**config.mk**
```make
export PLATFORM = sky130hd
export DESIGN_NAME = rcs_run_select
export DESIGN_NICKNAME = d
export VERILOG_FILES = /design/src/verilog/rcs_pkg.sv /design/src/verilog/rcs_term_slot.sv /design/src/verilog/rcs_ahb_slave.sv /design/src/verilog/rcs_run_select.sv
export SDC_FILE = /design/constraint.sdc
export NUM_CORES = 1
export LEC_CHECK = 0
export BUFFER_PORTS_ARGS = -buffer_cell sky130_fd_sc_hd__buf_2
export CELL_PAD_IN_SITES_DETAIL_PLACEMENT = 1
export CELL_PAD_IN_SITES_GLOBAL_PLACEMENT = 2
export CORE_MARGIN = 8
export CORE_UTILIZATION = 31
export DETAILED_ROUTE_END_ITERATION = 12
export PLACE_DENSITY_LB_ADDON = 0.1
export SKIP_LAST_GASP = 1
export SLEW_MARGIN = 40
export SYNTH_ARGS = -nofsm -noshare
export SYNTH_HDL_FRONTEND = slang
export SYNTH_SLANG_ARGS = --single-unit
```
**constraint.sdc**
```tcl
create_clock -name mclk_i -period 5.1 [get_ports mclk_i]
set_input_delay 1.02 -clock mclk_i [delete_from_list [all_inputs] [get_ports mclk_i]]
set_output_delay 1.02 -clock mclk_i [all_outputs]
set_load 0.005 [all_outputs]
```
**src/verilog/rcs_pkg.sv**
```systemverilog
package rcs_pkg;
   // ==========================================================
   // register byte offsets
   localparam logic [3:0] CTRL_OFS = 4'h0;
   localparam logic [3:0] TFUNC_OFS = 4'h4;
   localparam logic [3:0] COMM_OFS = 4'h8;
   localparam logic [3:0] STAT_OFS = 4'hC;

   // ==========================================================
   // control register fields
   localparam int SRC_LSB = 0;
   localparam int PREV_LSB = 2;
   localparam int PU_BIT = 4;
   localparam int RST_BIT = 5;
   localparam int KDIR_BIT = 6;
   localparam logic [1:0] SRC_RST = 2'h1;
   localparam logic [1:0] PREV_RST = 2'h0;
   localparam logic PU_RST = 1'b0;
   localparam logic RSTART_RST = 1'b0;
   localparam logic KDIR_RST = 1'b0;

   // ==========================================================
   // run prevention codes
   localparam logic [1:0] PREV_NONE = 2'h0;
   localparam logic [1:0] PREV_FWD = 2'h1;
   localparam logic [1:0] PREV_REV = 2'h2;

   // ==========================================================
   // terminal function codes, 5 bits per terminal
   localparam int FUNC_W = 5;
   localparam logic [4:0] FUNC_FWD_RUN = 5'h00;
   localparam logic [4:0] FUNC_REV_DIR = 5'h01;
   localparam logic [4:0] FUNC_MAX = 5'h1B;
   localparam logic [24:0] TFUNC_RST = {5'h04, 5'h03, 5'h02, 5'h01, 5'h00};

   // ==========================================================
   // serial link settings, kept for the host
   localparam int PROTO_BIT = 8;
   localparam int SPEED_LSB = 9;
   localparam logic [7:0] STATION_RST = 8'h01;
   localparam logic [7:0] STATION_MAX = 8'hFA;
   localparam logic PROTO_RST = 1'b0;
   localparam logic [2:0] SPEED_RST = 3'h3;
   localparam logic [2:0] SPEED_MAX = 3'h4;

   // ==========================================================
   // status register fields
   localparam int ST_RUN = 0;
   localparam int ST_REV = 1;
   localparam int ST_TRIP = 2;
   localparam int ST_HOLD = 3;

   typedef enum logic [1:0] {
      SRC_KEYPAD,
      SRC_TERM_FR,
      SRC_TERM_RD,
      SRC_SERIAL
   } rcs_src_type;
endpackage : rcs_pkg

```
**src/verilog/rcs_term_slot.sv**
```systemverilog
`timescale 1ns/100ps
// ==========================================================
// one input terminal: role decode from its function code
module rcs_term_slot
   import rcs_pkg::*;
(
   input wire logic level_i,
   input wire logic [4:0] func_i,
   output logic fwd_o,
   output logic rev_o
);
   // only the two run roles matter here, other codes stay silent
   assign fwd_o = level_i && (func_i == FUNC_FWD_RUN);
   assign rev_o = level_i && (func_i == FUNC_REV_DIR);
endmodule : rcs_term_slot

```
**src/verilog/rcs_ahb_slave.sv**
```systemverilog
`timescale 1ns/100ps
// ==========================================================
// ahb-lite front end: zero-wait writes, one wait state on reads
module rcs_ahb_slave
   import rcs_pkg::*;
(
   input wire logic mclk_i,
   input wire logic reset_n_i,
   input wire logic ce_i,
   input wire logic hsel_i,
   input wire logic [31:0] haddr_i,
   input wire logic [1:0] htrans_i,
   input wire logic hwrite_i,
   input wire logic [2:0] hsize_i,
   input wire logic [31:0] hwdata_i,
   input wire logic hready_i,
   output logic hreadyout_o,
   output logic hresp_o,
   output logic [31:0] hrdata_o,
   output logic [3:0] addr_o,
   input wire logic [31:0] rd_data_i,
   output logic wr_en_o,
   output logic [31:0] wr_data_o
);
   logic take;
   logic hit;
   logic wpend_r;
   logic rpend_r;
   logic [3:0] addr_r;
   logic [31:0] hrdata_r;

   // word accesses in the first 16 bytes only; others read zero
   assign take = ce_i && hsel_i && hready_i && htrans_i[1];
   assign hit = (haddr_i[31:4] == 28'h000_0000) && (haddr_i[1:0] == 2'h0)
                && (hsize_i == 3'h2);

   // read waits one cycle so a write just before it is seen
   assign hreadyout_o = ce_i && !rpend_r;
   assign hresp_o = 1'b0;
   assign hrdata_o = hrdata_r;
   assign addr_o = addr_r;
   assign wr_en_o = wpend_r && ce_i;
   assign wr_data_o = hwdata_i;

   // address phase capture
   always_ff @(posedge mclk_i) begin
      if (!reset_n_i) begin
         wpend_r <= 1'b0;
         rpend_r <= 1'b0;
         addr_r <= 4'h0;
      end else if (ce_i) begin
         wpend_r <= take && hwrite_i && hit;
         rpend_r <= take && !hwrite_i;
         if (take) begin
            addr_r <= hit ? haddr_i[3:0] : 4'h1;
         end
      end
   end

   // read data registered in the wait cycle
   always_ff @(posedge mclk_i) begin
      if (!reset_n_i) begin
         hrdata_r <= 32'h0000_0000;
      end else if (ce_i && rpend_r) begin
         hrdata_r <= rd_data_i;
      end
   end
endmodule : rcs_ahb_slave

```
**src/verilog/rcs_run_select.sv**
```systemverilog
`timescale 1ns/100ps
// ==========================================================
// run command source selector
// Contract
// [RL1] Source 1: one terminal commands forward, another commands reverse.
// [RL2] Source 1: both terminals on or both off means stop.
// [RL3] Source 2: one terminal is run, another selects direction.
// [RL4] Source 2: run on with direction off runs forward.
// [RL5] Source 2: run on with direction on runs reverse.
// [RL6] Terminal function 0 is forward/run, 1 is reverse/direction; range 0 to 27.
// [RL7] Three assignable terminals in standard variant, five in advanced.
// [RL8] Source 3: run commands come only from the serial link.
// [RL9] Serial source exists only in the advanced variant.
// [RL10] Host sets station 1-250, protocol 0-1, speed 0-4 before serial runs.
// [RL11] Prevention 0 allows both, 1 blocks forward, 2 blocks reverse.
// [RL12] Keypad direction applies only with source 0; always readable and writable.
// [RL13] Power-up run enabled: start at power-up if terminal run asserted; code never does: enable resets to 0, first_r clears before any write.
// [RL14] Power-up run acts on terminal sources 1 and 2.
// [RL15] Restart enabled: resume after trip reset if terminal run still asserted.
// [RL16] Restart starts at once on trip reset from terminal or keypad.
// [RL17] Source 0: keypad run key starts, stop key stops.
// [RL18] Source resets to 1; a blocked direction stops, never reverses.
module rcs_run_select
   import rcs_pkg::*;
#(
   parameter bit ADV_IO = 1'b1
) (
   input wire logic mclk_i,
   input wire logic reset_n_i,
   input wire logic ce_i,
   input wire logic hsel_i,
   input wire logic [31:0] haddr_i,
   input wire logic [1:0] htrans_i,
   input wire logic hwrite_i,
   input wire logic [2:0] hsize_i,
   input wire logic [31:0] hwdata_i,
   input wire logic hready_i,
   output logic hreadyout_o,
   output logic hresp_o,
   output logic [31:0] hrdata_o,
   input wire logic [4:0] input_terminal_i,
   input wire logic keypad_run_key_i,
   input wire logic keypad_stop_key_i,
   input wire logic serial_run_i,
   input wire logic serial_reverse_i,
   input wire logic fault_trip_i,
   input wire logic trip_reset_term_i,
   input wire logic trip_reset_key_i,
   output logic run_o,
   output logic reverse_o
);
   localparam int NUM_TERM = ADV_IO ? 5 : 3;

   logic [3:0] addr;
   logic [31:0] rd_data;
   logic wr_en;
   logic [31:0] wr_data;
   rcs_src_type src_r;
   logic [1:0] prev_r;
   logic power_up_run_enable_r;
   logic restart_after_reset_enable_r;
   logic keypad_direction_select_r;
   logic [24:0] tfunc_r;
   logic [24:0] tfunc_nxt;
   logic [7:0] station_r;
   logic proto_r;
   logic [2:0] speed_r;
   logic kp_run_r;
   logic tripped_r;
   logic first_r;
   logic hold_r;
   logic run_r;
   logic rev_r;
   logic [4:0] fwd_vec;
   logic [4:0] rev_vec;
   logic forward_run_cmd;
   logic reverse_run_cmd;
   logic term_src;
   logic term_run;
   logic req_run;
   logic req_rev;
   logic blocked;
   logic trip_reset;
   logic trip_clear;
   logic run_nxt;
   logic start_hold;

   // ==========================================================
   // bus front end
   rcs_ahb_slave u_bus (
      .mclk_i(mclk_i),
      .reset_n_i(reset_n_i),
      .ce_i(ce_i),
      .hsel_i(hsel_i),
      .haddr_i(haddr_i),
      .htrans_i(htrans_i),
      .hwrite_i(hwrite_i),
      .hsize_i(hsize_i),
      .hwdata_i(hwdata_i),
      .hready_i(hready_i),
      .hreadyout_o(hreadyout_o),
      .hresp_o(hresp_o),
      .hrdata_o(hrdata_o),
      .addr_o(addr),
      .rd_data_i(rd_data),
      .wr_en_o(wr_en),
      .wr_data_o(wr_data)
   );

   // read mux; unmapped words read zero
   assign rd_data =
      (addr == CTRL_OFS) ? {25'h000_0000, keypad_direction_select_r,
                            restart_after_reset_enable_r, power_up_run_enable_r,
                            prev_r, src_r} :
      (addr == TFUNC_OFS) ? {7'h00, tfunc_r} :
      (addr == COMM_OFS) ? {20'h0_0000, speed_r, proto_r, station_r} :
      (addr == STAT_OFS) ? {26'h000_0000, src_r, hold_r, tripped_r, rev_r, run_r} :
      32'h0000_0000;

   // ==========================================================
   // terminal role decode, one slot per fitted terminal
   genvar gi;
   generate
      for (gi = 0; gi < 5; gi++) begin : g_term
         if (gi < NUM_TERM) begin : g_fit
            rcs_term_slot u_slot ( // [RL7]
               .level_i(input_terminal_i[gi]),
               .func_i(tfunc_r[gi*FUNC_W +: FUNC_W]),
               .fwd_o(fwd_vec[gi]),
               .rev_o(rev_vec[gi])
            );
         end else begin : g_none
            assign fwd_vec[gi] = 1'b0;
            assign rev_vec[gi] = 1'b0;
         end
      end
   endgenerate

   // codes above 27 are refused field by field
   always_comb begin
      tfunc_nxt = tfunc_r;
      for (int i = 0; i < 5; i++) begin
         if (wr_data[i*FUNC_W +: FUNC_W] <= FUNC_MAX) begin // [RL6]
            tfunc_nxt[i*FUNC_W +: FUNC_W] = wr_data[i*FUNC_W +: FUNC_W];
         end
      end
   end

   // ==========================================================
   // command selection
   assign forward_run_cmd = |fwd_vec;
   assign reverse_run_cmd = |rev_vec;
   assign term_src = (src_r == SRC_TERM_FR) || (src_r == SRC_TERM_RD); // [RL14]
   // fwd/rev pair: exactly one on runs, both on or both off stops
   assign term_run = (src_r == SRC_TERM_FR) ? (forward_run_cmd ^ reverse_run_cmd) : // [RL1] [RL2]
                     (src_r == SRC_TERM_RD) ? forward_run_cmd : 1'b0; // [RL3]
   assign req_run = (src_r == SRC_KEYPAD) ? kp_run_r :
                    (src_r == SRC_SERIAL) ? (ADV_IO && serial_run_i) : term_run; // [RL8] [RL9]
   assign req_rev = (src_r == SRC_KEYPAD) ? keypad_direction_select_r : // [RL12]
                    (src_r == SRC_SERIAL) ? serial_reverse_i :
                    reverse_run_cmd; // [RL4] [RL5]
   // a blocked direction stops the motor rather than turning it round
   assign blocked = ((prev_r == PREV_FWD) && !req_rev) ||
                    ((prev_r == PREV_REV) && req_rev); // [RL11] [RL18]
   assign trip_reset = trip_reset_term_i || trip_reset_key_i; // [RL16]
   assign trip_clear = tripped_r && trip_reset && !fault_trip_i;
   // hold-off must bite in the cycle it arises, not one edge later
   assign start_hold = term_src && (hold_r || (first_r && !power_up_run_enable_r)); // [RL13]
   assign run_nxt = req_run && !blocked && !tripped_r && !fault_trip_i && !start_hold;

   // ==========================================================
   // settings written by software
   always_ff @(posedge mclk_i) begin
      if (!reset_n_i) begin
         src_r <= rcs_src_type'(SRC_RST); // [RL18]
         prev_r <= PREV_RST;
         power_up_run_enable_r <= PU_RST;
         restart_after_reset_enable_r <= RSTART_RST;
         keypad_direction_select_r <= KDIR_RST;
         tfunc_r <= TFUNC_RST;
         station_r <= STATION_RST;
         proto_r <= PROTO_RST;
         speed_r <= SPEED_RST;
      end else if (ce_i && wr_en) begin
         if (addr == CTRL_OFS) begin
            src_r <= rcs_src_type'(wr_data[SRC_LSB +: 2]);
            if (wr_data[PREV_LSB +: 2] != 2'h3) begin
               prev_r <= wr_data[PREV_LSB +: 2];
            end
            power_up_run_enable_r <= wr_data[PU_BIT];
            restart_after_reset_enable_r <= wr_data[RST_BIT];
            keypad_direction_select_r <= wr_data[KDIR_BIT];
         end
         if (addr == TFUNC_OFS) begin
            tfunc_r <= tfunc_nxt;
         end
         // out-of-range link settings are refused, held for the host
         if (addr == COMM_OFS) begin // [RL10]
            if (wr_data[7:0] != 8'h00 && wr_data[7:0] <= STATION_MAX) begin
               station_r <= wr_data[7:0];
            end
            proto_r <= wr_data[PROTO_BIT];
            if (wr_data[SPEED_LSB +: 3] <= SPEED_MAX) begin
               speed_r <= wr_data[SPEED_LSB +: 3];
            end
         end
      end
   end

   // ==========================================================
   // run state: keypad latch, trip, start hold-off, outputs
   always_ff @(posedge mclk_i) begin
      if (!reset_n_i) begin
         kp_run_r <= 1'b0;
         tripped_r <= 1'b0;
         first_r <= 1'b1;
         hold_r <= 1'b0;
         run_r <= 1'b0;
         rev_r <= 1'b0;
      end else if (ce_i) begin
         // stop key wins over a run key pressed together
         kp_run_r <= (src_r == SRC_KEYPAD) && !keypad_stop_key_i && !fault_trip_i &&
                     (kp_run_r || keypad_run_key_i); // [RL17]
         tripped_r <= fault_trip_i || (tripped_r && !trip_reset);
         first_r <= 1'b0;
         // a held terminal run needs a fresh edge unless enabled to carry over
         hold_r <= term_run && (hold_r || (first_r && !power_up_run_enable_r) ||
                   (trip_clear && !restart_after_reset_enable_r)); // [RL13] [RL15]
         run_r <= run_nxt;
         rev_r <= run_nxt && req_rev;
      end
   end

   assign run_o = run_r;
   assign reverse_o = rev_r;
endmodule : rcs_run_select

```
==> results by group <==
Run status
  – Outcome: finished, final reports clean

Clock tree
  – Worst-Skew Late Latency: roughly 0.34 ns
  – Clock Sinks: 81
  – Hold_buf cts: 0
  – Total CTS buffers: 9
  – Setup Buffers After CTS: 0
  – CTS tree: built
  – Htree depth: 3
  – Clk pin slew, worst setup/hold paths: roughly 0.060 ns
  – Clock Tree Buf Depth: 2
  – Clk Tree Root Cell: clkbuf_16
  – Gates resized, CTS repair: 0

Critical path
  – Worst-path cell with the longest stage delay: dfxtp_1
  – Path type of the worst setup path: register to register
  – Family with the most delay on the worst path: simple AND/OR/NAND/NOR gates
  – Crit-path max cell delay: ~0.68 ns
  – Crit-path cells: nor2b_2 > nand4_1 > a21oi_2 > nand2_1 > a221o_1
  – R2R Setup Slk: 2.07 ns
  – CP Capture Type: register
  – Worst Path Max Fanout: 13
  – Startpoint Class: register
  – CP bufs+invs: 0
  – Worst EP required: 5.33 ns
  – WP data arrival: 3.25 ns

Yosys
  – Synth async-reset ratio: 0
  – Synthesized area: 3670 um^2
  – Ys flop type: dfxtp_1
  – Post-synth top area share: 0.442
  – Syn. warnings: 0
  – Avg Cell Area, Syn: 8.84 um^2
  – Top cells by area, synth: dfxtp_1 (44%), nor2_1 (6.6%), a22oi_1 (5.7%)
  – Mapped Cells: 415
  – Synthesis-stage register bit count: 81
  – Post-synth EDFFs: 0
  – Cell taking the most area after synthesis: dfxtp_1
  – Synth top cells by count: dfxtp_1 (81), nor2_1 (65), nand2_1 (39)
  – Top-count cell post-synth: dfxtp_1
  – Sequential element share of the synthesized area: 0.442
  – Post-synth cell types: 48

GRT
  – Vias in the first global route: around 3.8k
  – Met2 usage: 0.257
  – Overflow after GRT: 0
  – GRT met1 Usage: 0.187
  – GRT Overall Usage: 0.157
  – Largest net degree at the start of global routing: 28
  – Initial antenna violation count: 1
  – First-pass GRT wire length: 19900 um
  – GR peak layer: met2
  – Met3 Resource Use GR: 0.0664

STA
  – Final Hold Violating Endpoints: 0
  – Setup_tns: 0 ns
  – FMAX: 331 MHz
  – RSZ-0062 raised after global routing: no
  – Final Max Slew Viols: 0
  – Setup ws final: 2.07 ns
  – Setup Skew: 0.00560 ns
  – Part of the cycle the worst path needs: 0.593
  – Worst slew margin: 0.459
  – Slew of the pin with the lowest slew margin: 0.809 ns
  – Post-layout minimum cycle time: 3.03 ns
  – Final setup vio count: 0

Cells and area
  – Fillers: 1378
  – Layout cell share with drive strength beyond 1: 0.303
  – Antenna diode count: 0
  – Layout Nets: about 610
  – Area Growth Syn to Fin: 25.2%
  – Post-route cell area: 4600 um^2
  – Fin util: 0.401

Floorplan
  – Die Area: 15600 um^2
  – Std cell rows: 39
  – Die H: 125 um
  – I/O Pins: 123
  – Initial core utilization: 0.320
  – Core box area: 11500 um^2
  – Die X: 125 um

Place
  – Cell Area, Placed: 4310 um^2
  – RePlAce Congestion: around 0.71
  – Place WS: ~1.7 ns
  – Detailed-placement wirelength estimate: 9280 um
  – IO Port Bufs: 106

Route
  – TritonRoute pass-1 iters: 5
  – Drt total wl: 12400 um
  – Drt wl/cell: 18.6 um
  – Post-DRT Antenna Nets: 0
  – Routed vias: 3515
  – Remaining DRCs: 0
  – Via-to-Cell Ratio: 5.29
  – Drt first-iter violations: about 160

Pwr
  – Peak supply drop: 0.274 mV
  – Lkg Pwr: 1.89 nW
  – Final Power: 1.34 mW
  – PD cells: 291 nW/um^2

Job
  – MaxCap Viol Count: 0

Hold path
  – Hold Path Class: register to register
placed cells by master (no fill, tap or decap), types with 4 or more instances in the layout:
cell       instances
a22oi_1           28
nor2b_1            5
mux2_2             7
nand2_1           39
nor3_1            10
nand4_1            4
buf_2            106
o22a_1             6
inv_1              8
o221a_2           14
ha_1               4
nand2b_1           4
nor4_1            13
a31oi_1            6
o21ai_0            8
conb_1             8
buf_4              5
dfxtp_1           81
a21oi_1           24
a211oi_1           4
mux2i_1           19
nor2_1            65
and3_1             4
clkbuf_16          9
tightest hold or removal path, delay by kind of cell, from the launching register on:
family / cells / cell delay (ns)
AO/OA/AOI/OAI: 1 / 0.05
flip-flops: 1 / 0.31
AND/OR/NAND/NOR: 1 / 0.05
routing by layer:
layer	wire length (um)	vias up
met1	5650	1686
met5	10	-
li1	-	1713
met3	867	10
met4	92	2
met2	5750	104
worst paths after layout:
kind         cells after the start            to             from
max                              5  station_r[0]  u_bus.addr_o[3]
min                              2  station_r[7]     station_r[7]
max reg2reg                      5  station_r[0]  u_bus.addr_o[3]
min reg2reg                      2  station_r[7]     station_r[7]
where the power goes:
group          internal (mW)  switching, mW  total [mW]
combinational         0.0342         0.0470      0.0813
sequential             0.635        0.00185       0.637
clock                  0.354          0.264       0.618
total                   1.02          0.313        1.34
registers in the layout, indices dropped and copies added (netlist names):
name and count:
power_up_run_enable_r 1, run_o 1, hold_r 1, restart_after_reset_enable_r 1
reverse_o 1, speed_r 3, proto_r 1, tripped_r 1
prev_r 2, keypad_direction_select_r 1, station_r 8, kp_run_r 1
u_bus.addr_o 4, u_bus.rpend_r 1, first_r 1, u_bus.hrdata_o 25
src_r 2, u_bus.wpend_r 1, tfunc_r 25
cell families after synthesis:
kind of cell / Yosys count / share of synthesized area
compound gates: 103 / 0.207
fa+ha+maj: 4 / 0.0136
buf+inv: 35 / 0.0443
flops: 81 / 0.442
mux: 28 / 0.0815
other cells: 1 / 0.00102
simple gates: 163 / 0.211
metrics by stage:
step,std cells,hold slack [ns]
after floorplan,422,0.436
after global placement,649,0.442
after detailed placement,649,0.453
after CTS,665,0.462
after global routing,665,0.483
final,665,0.461
final cells by class:
type                       count  area [um^2]  share of cell area
clock buffer                  11          253              0.0550
sequential                    81         1620               0.353
multi-input combinational    306         1910               0.417
clock inverter                 5         30.0             0.00653
tap                          143          179              0.0389
timing repair buffer         111          568               0.124
inverter                       8         30.0             0.00653
Note: power is estimated with default switching activity, not from simulation.
